File: src/mmd_pkg.sv
/*
  Package for the memory map decoder: address widths, region bounds, vectors
  and the packed carriers shared by the decoder and its RAM.
  Assumes a single core clock and no other users of these names.
*/
package mmd_pkg;
  localparam int PC_W        = 13;
  localparam int PROG_W      = 10;
  localparam int FILE_W      = 7;
  localparam int DADDR_W     = 8;
  localparam int GPR_W       = 6;
  localparam int DATA_W      = 8;
  localparam int GPR_DEPTH   = 64;
  localparam int SFR_COUNT   = 32;
  localparam int BANK_BIT    = 5;
  localparam int IPAGE_BIT   = 7;
  localparam int UBANK_BIT   = 6;

  localparam logic [PC_W-1:0]    RESET_VEC  = 13'h0000;
  localparam logic [PC_W-1:0]    IRQ_VEC    = 13'h0004;
  localparam logic [FILE_W-1:0]  SFR_LAST   = 7'h1F;
  localparam logic [FILE_W-1:0]  GPR_FIRST  = 7'h20;
  localparam logic [FILE_W-1:0]  GPR_LAST   = 7'h5F;
  localparam logic [FILE_W-1:0]  INDIRECT_A = 7'h00;
  localparam logic [DATA_W-1:0]  ZERO_BYTE  = 8'h00;

  typedef enum logic [1:0] {MMD_RGN_SFR, MMD_RGN_GPR, MMD_RGN_NONE} mmd_region_type;

  typedef struct packed {
    logic              wr;
    logic [GPR_W-1:0]  addr;
    logic [DATA_W-1:0] wdata;
  } mmd_ram_req_type;

  typedef struct packed {
    logic [PC_W-1:0]    pc;
    logic [PROG_W-1:0]  prog_addr;
    logic [DATA_W-1:0]  rdata;
    logic [DADDR_W-1:0] daddr;
    logic               bank;
    logic               rsv_err;
  } mmd_state_type;
endpackage : mmd_pkg

File: src/mmd_decoder.sv
/*
  Memory map decoder: program counter with wrap and vectors, banked data
  address decode, special-function register file, shared GPR RAM.
  Assumes the core presents one data access per cycle and reads answer one
  cycle after the request, synchronous to MCLK_I.
  Read data and the last read's address stand until the next read.
  The flag register and indirect pointer are driven by the core itself.
*/
`timescale 1ns/100ps
`default_nettype none
module mmd_decoder
  import mmd_pkg::*;
(
  // Clock and reset
  input  wire logic                        MCLK_I,
  input  wire logic                        RESET_N_I,
  // Program counter control
  input  wire logic                        PC_LOAD_I,
  input  wire logic [mmd_pkg::PC_W-1:0]    PC_VALUE_I,
  input  wire logic                        PC_INC_I,
  input  wire logic                        IRQ_TAKE_I,
  // Data access
  input  wire logic                        D_REQ_I,
  input  wire logic                        D_WR_I,
  input  wire logic                        D_INDIRECT_I,
  input  wire logic [mmd_pkg::FILE_W-1:0]  D_FILE_ADDR_I,
  input  wire logic [mmd_pkg::DATA_W-1:0]  D_WDATA_I,
  // Core flags and pointer
  input  wire logic [mmd_pkg::DATA_W-1:0]  FLAG_REG_I,
  input  wire logic [mmd_pkg::DATA_W-1:0]  INDIRECT_POINTER_REGISTER_I,
  // Outputs
  output logic [mmd_pkg::PC_W-1:0]         PC_O,
  output logic [mmd_pkg::PROG_W-1:0]       PROG_ADDR_O,
  output logic [mmd_pkg::DATA_W-1:0]       D_RDATA_O,
  output logic [mmd_pkg::DADDR_W-1:0]      D_ADDR_O,
  output logic                             BANK_SELECT_BIT_O,
  output logic                             RESERVED_FLAG_ERR_O
);
  // Two banks of special-function storage, indexed by the low file bits.
  localparam int N_BANK    = 2;
  localparam int SFR_IDX_W = $clog2(SFR_COUNT);

  // Reset image of the whole state. Every field is a constant, so the
  // asynchronous reset branch carries no logic of its own.
  localparam mmd_state_type ST_RESET = '{
    pc:        RESET_VEC,
    prog_addr: RESET_VEC[PROG_W-1:0],
    rdata:     ZERO_BYTE,
    daddr:     '0,
    bank:      1'b0,
    rsv_err:   1'b0
  };

  // Registered state.
  mmd_state_type      st_r;
  mmd_state_type      st_nxt;

  // Storage and read paths.
  logic [DATA_W-1:0]  sfr_r [N_BANK][SFR_COUNT];
  logic [DATA_W-1:0]  sfr_rdata;
  logic [DATA_W-1:0]  gpr_rdata;
  logic [DATA_W-1:0]  rd_byte;

  // Address decode.
  logic               bank_select_bit;
  logic               rd_req;
  logic               wr_req;
  logic [DADDR_W-1:0] daddr;
  logic [FILE_W-1:0]  foff;
  logic               dbank;
  logic               ind_slot;
  mmd_region_type     region;
  mmd_ram_req_type    ram_req;
  logic [PC_W-1:0]    pc_next;

  // The bank bit is taken from the live flag value, so a bank switch by
  // the core applies to the very next direct access.
  assign bank_select_bit = FLAG_REG_I[BANK_BIT];
  assign rd_req          = D_REQ_I && !D_WR_I;
  assign wr_req          = D_REQ_I && D_WR_I;

  // Indirect accesses take the full 8-bit pointer, so they reach either
  // bank without touching the bank bit; direct ones stack the bank bit
  // over the instruction's file address.
  always_comb begin
    if (D_INDIRECT_I) begin
      daddr = INDIRECT_POINTER_REGISTER_I;
    end else begin
      daddr = {bank_select_bit, D_FILE_ADDR_I};
    end
    dbank    = daddr[DADDR_W-1];
    foff     = daddr[FILE_W-1:0];
    ind_slot = (foff == INDIRECT_A);
  end

  // Both banks share one layout, so the region depends on the offset only.
  always_comb begin
    if (foff <= SFR_LAST) begin
      region = MMD_RGN_SFR;
    end else if (foff >= GPR_FIRST && foff <= GPR_LAST) begin
      region = MMD_RGN_GPR;
    end else begin
      region = MMD_RGN_NONE;
    end
  end

  // Dropping the bank bit and rebasing the offset folds both banks onto
  // one set of bytes, which makes the upper bank's window an alias of the
  // lower one for reads and writes alike.
  always_comb begin
    ram_req.wr    = wr_req && (region == MMD_RGN_GPR);
    ram_req.addr  = GPR_W'(foff - GPR_FIRST);
    ram_req.wdata = D_WDATA_I;
  end

  // The store reads without a clock so its byte can land in the same
  // output flop as the special-function bytes; a write and a read of one
  // byte in back-to-back cycles then sees the new value.
  mmd_gpr_ram #(
    .DEPTH (GPR_DEPTH)
  ) u_gpr (
    .clk_i   (MCLK_I),
    .req_i   (ram_req),
    .rdata_o (gpr_rdata)
  );

  // The indirect slot has no storage of its own and always reads zero.
  always_comb begin
    if (ind_slot) begin
      sfr_rdata = ZERO_BYTE;
    end else begin
      sfr_rdata = sfr_r[dbank][foff[SFR_IDX_W-1:0]];
    end
  end

  // Anything outside the two implemented regions answers with zero.
  always_comb begin
    case (region)
      MMD_RGN_SFR: begin
        rd_byte = sfr_rdata;
      end
      MMD_RGN_GPR: begin
        rd_byte = gpr_rdata;
      end
      default: begin
        rd_byte = ZERO_BYTE;
      end
    endcase
  end

  // Interrupt entry outranks an explicit load, which outranks increment.
  // The full 13-bit count is kept; only the fetch address is cut down.
  always_comb begin
    if (IRQ_TAKE_I) begin
      pc_next = IRQ_VEC;
    end else if (PC_LOAD_I) begin
      pc_next = PC_VALUE_I;
    end else if (PC_INC_I) begin
      pc_next = PC_W'(st_r.pc + PC_W'(1));
    end else begin
      pc_next = st_r.pc;
    end
  end

  // Fetches above the implemented words simply drop the upper count bits,
  // so they wrap into the first block instead of faulting.
  always_comb begin
    st_nxt           = st_r;
    st_nxt.pc        = pc_next;
    st_nxt.prog_addr = pc_next[PROG_W-1:0];
    st_nxt.bank      = bank_select_bit;
    // Reserved flag bits are software's to keep clear; flag any lapse.
    st_nxt.rsv_err   = FLAG_REG_I[IPAGE_BIT] | FLAG_REG_I[UBANK_BIT];
    // Read data and address stand until the next read replaces them.
    if (rd_req) begin
      st_nxt.daddr = daddr;
      st_nxt.rdata = rd_byte;
    end
  end

  always_ff @(posedge MCLK_I or negedge RESET_N_I) begin
    if (!RESET_N_I) begin
      st_r <= ST_RESET;
    end else begin
      st_r <= st_nxt;
    end
  end

  // Static special-function storage. It has no reset and simply holds
  // what was last written, so a reset leaves its contents in place.
  for (genvar b = 0; b < N_BANK; b++) begin : g_bank
    for (genvar i = 0; i < SFR_COUNT; i++) begin : g_sfr
      always_ff @(posedge MCLK_I) begin
        if (wr_req && region == MMD_RGN_SFR && !ind_slot
            && dbank == 1'(b) && foff == FILE_W'(i)) begin
          sfr_r[b][i] <= D_WDATA_I;
        end
      end
    end
  end

  // Every output is a field of the registered state.
  assign PC_O                = st_r.pc;
  assign PROG_ADDR_O         = st_r.prog_addr;
  assign D_RDATA_O           = st_r.rdata;
  assign D_ADDR_O            = st_r.daddr;
  assign BANK_SELECT_BIT_O   = st_r.bank;
  assign RESERVED_FLAG_ERR_O = st_r.rsv_err;
endmodule : mmd_decoder
`default_nettype wire

File: src/mmd_gpr_ram.sv
/*
  General-purpose byte store of the decoder, one clocked write port and
  one unclocked read port.
  Assumes the decoder has already folded bank aliases into a 6-bit index.
*/
`timescale 1ns/100ps
`default_nettype none
module mmd_gpr_ram
  import mmd_pkg::*;
#(
  parameter int DEPTH = GPR_DEPTH
) (
  input  wire logic                  clk_i,
  input  wire mmd_pkg::mmd_ram_req_type req_i,
  output logic [mmd_pkg::DATA_W-1:0] rdata_o
);
  logic [DATA_W-1:0] mem_r [DEPTH];

  // The store holds its bytes between accesses and has no reset.
  always_ff @(posedge clk_i) begin
    if (req_i.wr) begin
      mem_r[req_i.addr] <= req_i.wdata;
    end
  end

  // Reads are unclocked; the decoder registers the byte it picks.
  assign rdata_o = mem_r[req_i.addr];
endmodule : mmd_gpr_ram
`default_nettype wire

File: config.mk
export PLATFORM = sky130hd
export DESIGN_NAME = mmd_decoder
export DESIGN_NICKNAME = d
export VERILOG_FILES = /design/src/mmd_pkg.sv /design/src/mmd_decoder.sv /design/src/mmd_gpr_ram.sv
export SDC_FILE = /design/constraint.sdc
export NUM_CORES = 1
export LEC_CHECK = 0
export ABC_CLOCK_PERIOD_IN_PS = 2000
export BUFFER_PORTS_ARGS = -buffer_cell sky130_fd_sc_hd__buf_4
export CELL_PAD_IN_SITES_DETAIL_PLACEMENT = 1
export CELL_PAD_IN_SITES_GLOBAL_PLACEMENT = 2
export CORE_MARGIN = 5
export CORE_UTILIZATION = 40
export CTS_CLUSTER_DIAMETER = 60
export DETAILED_ROUTE_END_ITERATION = 12
export HOLD_SLACK_MARGIN = 0.05
export PLACE_DENSITY_LB_ADDON = 0.1
export RECOVER_POWER = 25
export SLEW_MARGIN = 20
export SYNTH_ARGS = -nofsm -noshare
export SYNTH_HDL_FRONTEND = slang
export SYNTH_SLANG_ARGS = --single-unit
File: constraint.sdc
create_clock -name MCLK_I -period 2 [get_ports MCLK_I]
set_clock_uncertainty 0.15 [all_clocks]
set_input_delay 0.2 -clock MCLK_I [delete_from_list [all_inputs] [get_ports MCLK_I]]
set_output_delay 0.2 -clock MCLK_I [all_outputs]
set_load 0.03 [all_outputs]
### Word level (Yosys, flattened, before mapping)

Memory sizes are Yosys's and may differ from the RTL's.
Index checks and enable logic that the tools add are counted.

| word-level totals | value |
|---|---|
| logic and storage cells | 271 |
| register bits | 31 |
| output and inout bits | 41 |
| RAM bits | 1024 |
| memories | 2 |
| input bits | 52 |

| operators by class | value |
|---|---|
| bitwise logic cells | 3 |
| order comparisons | 4 |
| multiplexer cells | 144 |
| add/sub/neg operators | 2 |
| equality and inequality tests | 32 |
| reduce and logical (&&, ||, !) cells | 78 |

Memories:

| memory | depth | width | rd ports | clocked after memory_dff | write ports | line | RTL |
|---|---|---|---|---|---|---|---|
| sfr_r | 2 | 256 | 1 | 0 | 1 | mmd_decoder.sv:59 | `logic [DATA_W-1:0] sfr_r [N_BANK][SFR_COUNT];` |
| u_gpr.mem_r | 64 | 8 | 1 | 0 | 1 | mmd_gpr_ram.sv:17 | `logic [DATA_W-1:0] mem_r [DEPTH];` |

Operator list:

| kind | number |
|---|---|
| $mux W256 | 1 |
| $reduce_or A256 Y1 | 1 |
| $mux W1 | 131 |
| $eq A7 B5 Y1 const B | 16 |
| $logic_and A1 B1 Y1 | 72 |
| $eq A7 B4 Y1 const B | 8 |
| $bmux W8 S5 | 1 |
| $mux W13 | 3 |
| $mux W32 | 1 |
| $mux W8 | 4 |
| $eq A7 B3 Y1 const B | 4 |
| $pmux W8 S2 | 1 |
| $eq A7 B2 Y1 const B | 2 |
| $add A13 B1 Y13 const B | 1 |
| $eq A7 B1 Y1 const B | 1 |
| $ge A7 B6 Y1 const B | 1 |
| $le A7 B5 Y1 const B | 1 |
| $le A7 B7 Y1 const B | 1 |
| $logic_not A7 Y1 | 1 |
| $ge A6 B6 Y1 const B | 1 |
| $not A5 Y6 | 1 |
| $sub A6 B6 Y6 const B | 1 |
| $mux W2 | 2 |
| $reduce_bool A3 Y1 | 1 |
| 5 further kinds | 6 |

### Longest topological paths before layout

| depth | value |
|---|---|
| depth in word-level cells | 14 |
| mapped depth | 14 |
| gate-level depth less buffers | 7 |

### Cells and area by module

A second synthesis with hierarchy kept.

| unflattened totals | value |
|---|---|
| cell total of the unflattened synthesis | 2750 |
| area total of the unflattened synthesis | 41949.0 µm² |

Modules (own cells, without submodules):

| module | instances | seq. area each (µm²) | cells each | area each (µm²) |
|---|---|---|---|---|
| mmd_decoder | 1 | 16150.5 | 1588 | 22106.2 |
| mmd_gpr_ram | 1 | 15374.7 | 1162 | 19842.8 |

### Least setup slack after synthesis

OpenSTA, ideal clock, no wires.

| timing path | value |
|---|---|
| kind | input-to-reg |
| start | input D_INDIRECT_I |
| end | memory u_gpr.mem_r[45][0], enable pin |
| setup slack | -873 ps |
| cell stages on the path | 9 |
| data arrival time | 2352 ps |
| buffers on the path | 4 |
| library setup time | 370 ps |
| cells stage by stage | buf_6 -> buf_2 -> buf_2 -> mux2i_1 -> xnor2_1 -> nor2_1 -> nand2_1 -> clkbuf_1 -> nor2_1 |

| between the ends | value |
|---|---|
| word-level cells in the longest chain between the ends | 9 |
| elaborated cells on any way between the ends | 12 |

RTL lines:

| element | line | RTL |
|---|---|---|
| start, declared | mmd_decoder.sv:25 | `input wire logic D_INDIRECT_I,` |
| $mux W8 (*) | mmd_decoder.sv:86 | `if (D_INDIRECT_I) begin` |
| $ge A7 B6 Y1 / $le A7 B7 Y1 (equally long branches) | mmd_decoder.sv:100 | `end else if (foff >= GPR_FIRST && foff <= GPR_LAST) begin` |
| $logic_and A1 B1 Y1 | mmd_decoder.sv:100 |  |
| $mux W2 | mmd_decoder.sv:100 |  |
| $mux W2 | mmd_decoder.sv:98 | `if (foff <= SFR_LAST) begin` |
| $eq A2 B1 Y1 | mmd_decoder.sv:111 | `ram_req.wr = wr_req && (region == MMD_RGN_GPR);` |
| $logic_and A1 B1 Y1 | mmd_decoder.sv:111 |  |
| $mux W1 | mmd_gpr_ram.sv:21 | `if (req_i.wr) begin` |
| $mux W1 (not written as such) | mmd_gpr_ram.sv:22 | `mem_r[req_i.addr] <= req_i.wdata;` |
| end, declared | mmd_gpr_ram.sv:17 |  |

Mark *: on every way between the ends. The rest lies on a longest branch, timed or not.

### Worst setup path in the final report

| timing path | value |
|---|---|
| start | input D_INDIRECT_I |
| end | register st_r, in the netlist D_RDATA_O[6] |

| between the ends | value |
|---|---|
| word-level cells in the longest chain between the ends | 7 |
| elaborated cells on any way between the ends | 19 |

RTL lines:

| element | line | RTL |
|---|---|---|
| $mux W8 (*) | mmd_decoder.sv:86 |  |
| parallel branches: the longest is 5 deep, another holds $mem_v2 Z64 W8 | n/a |  |
| $pmux W8 S2 (*) | mmd_decoder.sv:138 | `case (region)` |
| end signal, assigned | mmd_decoder.sv:185 | `st_r <= st_nxt;` |
| end, declared | mmd_decoder.sv:55 | `mmd_state_type st_r;` |

Every way passes the cells marked *. The select of a mux whose other input is x is not followed.
A chain may end at the register's enable or synchronous reset.

==> results.ini <==
[global_routing]
track_usage_pct=25.9
grt-ovfl-total=0
grt_pass1_vias=29900
antenna_found_initial=2
grt_pass1_wl_um=212000
grt_max_degree=129

[floorplanning]
coreArea_um2=105000
dieArea_um2=113000
ios=93
fp.dieH_um=336
start_util_pct=40.3
die_w_um=336
row_count=119

[layout]
nets=3668
final_cell_area_um2=57300
fillerInstances=9847
syn2layout_area_growth_pct=35.1
drive_above_1_share_pct=31.6
multi_input_area_um2=11900
ff_latch_area_um2=31500

[setup_path]
slowest_delay_ns=0.55
crit_fanout=20
slowest_stage=or4b_1
worstSetupPathType=primary input to flop
start_kind=primary input
required_ns=2.50
r2r_end=D_RDATA_O[6]
cp.arrival_ns=2.77
r2r_slack_ns=-0.17
r2r_start=u_gpr.mem_r[61][6]
worstPathCellList=buf_12 -> mux2_8 -> buf_12 -> clkbuf_4 -> buf_12 -> nand2_1 -> and3_1 -> a311oi_2 -> a311oi_1 -> buf_4 -> or4b_1 -> nand3_2
r2r_cells=7
cp_top_family=simple AND/OR/NAND/NOR gates
path_common_cell=buf_12
critPathBufInv=5
critPathCaptureType=flop

[cts]
cts_tree=done
clock_path_buffers=3
clock-sinks=1055
clockRootBuffer=clkbuf_16
htreeDepth=3
cts.clk_slew.worst_paths_ns=0.06
insertion_delay_ns=0.71
cts_buffers=119

[synthesis]
syn_area_per_cell_um2=14.4
async_flop_share_pct=2.94
synth_warnings=0
ys_types=65
ys.flop_type=edfxtp_1
synthesis.instances=2947
ys_seq_area_share_pct=74.3
synth_edf_count=1024
synth_area_um2=42400
ys_ff_latch=1055

[hold_path]
min_path_cells=5
worst_hold_path.endpoint=D_ADDR_O[7]
worstHoldStart=INDIRECT_POINTER_REGISTER_I[7]
hp-class=primary input to flop

[run_status]
status=finished, violations left
violations=max-capacitance violations, max-slew violations, negative setup slack

[drt]
drc=0
wl_per_cell_um=29.3
routed_wirelength_um=150000
drt-pass1-iter-count=5
via_per_inst=5.63
num_vias=28700
drt-initial-drc-count=2707
ant_nets=0

[timing]
max_slew_margin_pct=-2.84
hold_violations=0
layout_min_cycle_time_ns=2.27
final-setup-viol-count=11
layout_setup_ws_ns=-0.270
fmaxAchievable_mhz=440
period_share_pct=114
drv_slew=73
holdWs_ns=0.122
worst_pin_slew_ns=1.54
grt_setup_unrepaired=true

[flow_run]
maxCapViolCount=1

[placement]
placed_area_um2=51700
dp_hpwl_um=101000
gp_congestion=0.871
port_buffers=87

[power]
ir_worst_vdd_mv=0.634
p_per_area_nw_per_um2=925
p_leak_nw=20.3

## what timing repair did
action / 4_1_cts / 5_1_grt
setup endpoints to repair: 29 / 35
hold endpoints to repair: 986 / 0
resized for setup: 61 / 84
pin swaps: 19 / 31
setup buffers: 13 / 35
gates cloned: 2 / 4
hold buffers: 38 / 0
## synth_stat cells, types with 23 or more instances
| master | number | area [um^2] |
|---|---|---|
| nand2_1 | 683 | 2560 |
| mux2i_1 | 150 | 1500 |
| buf_2 | 70 | 350 |
| nor2_1 | 165 | 619 |
| a21oi_1 | 43 | 215 |
| nand3_1 | 315 | 1580 |
| buf_4 | 23 | 173 |
| edfxtp_1 | 1024 | 30700 |
| o21ai_0 | 25 | 125 |
| mux4_2 | 55 | 1240 |
| a311oi_1 | 32 | 280 |
| a32oi_1 | 32 | 280 |
| clkbuf_1 | 67 | 251 |
| a31oi_1 | 27 | 169 |
| dfrtp_1 | 31 | 776 |
| and3_1 | 28 | 175 |
## metal layers
metal | routed length (um) | global-route usage (%)
met5 | 0 | 0
met4 | 4080 | 7.01
met3 | 9340 | 4.29
met2 | 71900 | 42.8
met1 | 64400 | 35.9
## logic make-up after synthesis
family | after synthesis | synth area share, %
mux | 221 | 6.92
simple gates | 1241 | 12.4
flops | 1055 | 74.3
compound gates | 229 | 3.89
fa+ha+maj | 1 | 0.0295
other cells | 1 | 0.00884
xor+xnor | 13 | 0.268
buf+inv | 186 | 2.18
## cells in the final DEF (no fill, tap or decap), types with 6 or more instances in the layout
cell           synthesis  final
edfxtp_1            1024   1024
o21ai_0               25     18
buf_6                  7     16
a22oi_1               10      7
and3_1                28     26
nand3_1              315    307
mux2i_4                0      8
nand4_1               22     22
buf_4                 23    441
mux2i_1              150    141
clkbuf_1              67     20
nor2_1               165     32
a31oi_1               27     21
clkbuf_2               0      7
a21oi_2                0      6
a311oi_2               0     11
mux2_2                12     10
bufinv_16              0     18
clkinvlp_4             0     10
clkinv_2               0     22
a32oi_1               32     24
nand2_1              683    657
dfrtp_1               31     31
a32oi_2                0      7
a21oi_1               43     37
clkinv_1               0     25
clkbuf_16              0    125
o211ai_1               9      9
a311oi_1              32     21
nor2_4                 0    131
buf_12                 0    191
xor2_1                 8      8
nand3_2                0      7
nand2b_1               7      7
nand2_4                0     21
mux4_2                55     55
conb_1                 1     16
dlygate4sd3_1          0     37
## layout make-up
class                           count  area share, %
Antenna cell                        1        0.00437
Clock buffer                      138           5.43
Clock inverter                     83           1.59
Inverter                            2         0.0131
Multi-Input combinational cell   1722           20.8
Sequential cell                  1055           55.0
Tap cell                         1391           3.04
Timing Repair Buffer              715           14.1
## registers in the layout, indices dropped and copies added, names as in the netlist
signal and cells:
BANK_SELECT_BIT_O 1, D_ADDR_O 8, D_RDATA_O 8, PC_O 13
RESERVED_FLAG_ERR_O 1, sfr_r 512, u_gpr.mem_r 512
## per-stage QoR
step	util [%]	setup TNS [ns]	cells	worst slack (ns)	total power, mW
floorplan	-	-368.41	2962	-0.448	27.3
global placement	49.2	-600.22	4799	-1.09	30.3
detailed placement	49.2	-637.92	4799	-1.12	30.4
CTS	53.8	-0.585	5072	-0.213	53.1
global route	54.4	-1.85	5106	-0.274	54.6
finish	54.4	-0.921	5107	-0.270	53.0
## worst min-delay path, stage by stage
cell,delay (ns)
buf_4,0.14
mux2i_4,0.11
buf_8,0.17
buf_6,0.15
o21ai_0,0.15
## worst max-delay path by stage
stage,slack [ns],startpoint,cells after the start,endpoint
floorplan,-0.45,D_INDIRECT_I,11,D_RDATA_O[6]
detailed placement,-1.12,D_INDIRECT_I,9,D_RDATA_O[2]
global route,-0.27,sfr_r[1][222],8,D_RDATA_O[6]
global placement,-1.09,D_INDIRECT_I,10,D_RDATA_O[1]
CTS,-0.21,u_gpr.mem_r[61][6],7,D_RDATA_O[6]
finish,-0.27,D_INDIRECT_I,12,D_RDATA_O[6]
## power breakdown
group	total [mW]	switching, mW	internal, mW
sequential	24.6	0.177	24.4
clock	22.5	9.06	13.4
combinational	5.94	3.60	2.34
(Power assumes the default switching activity.)
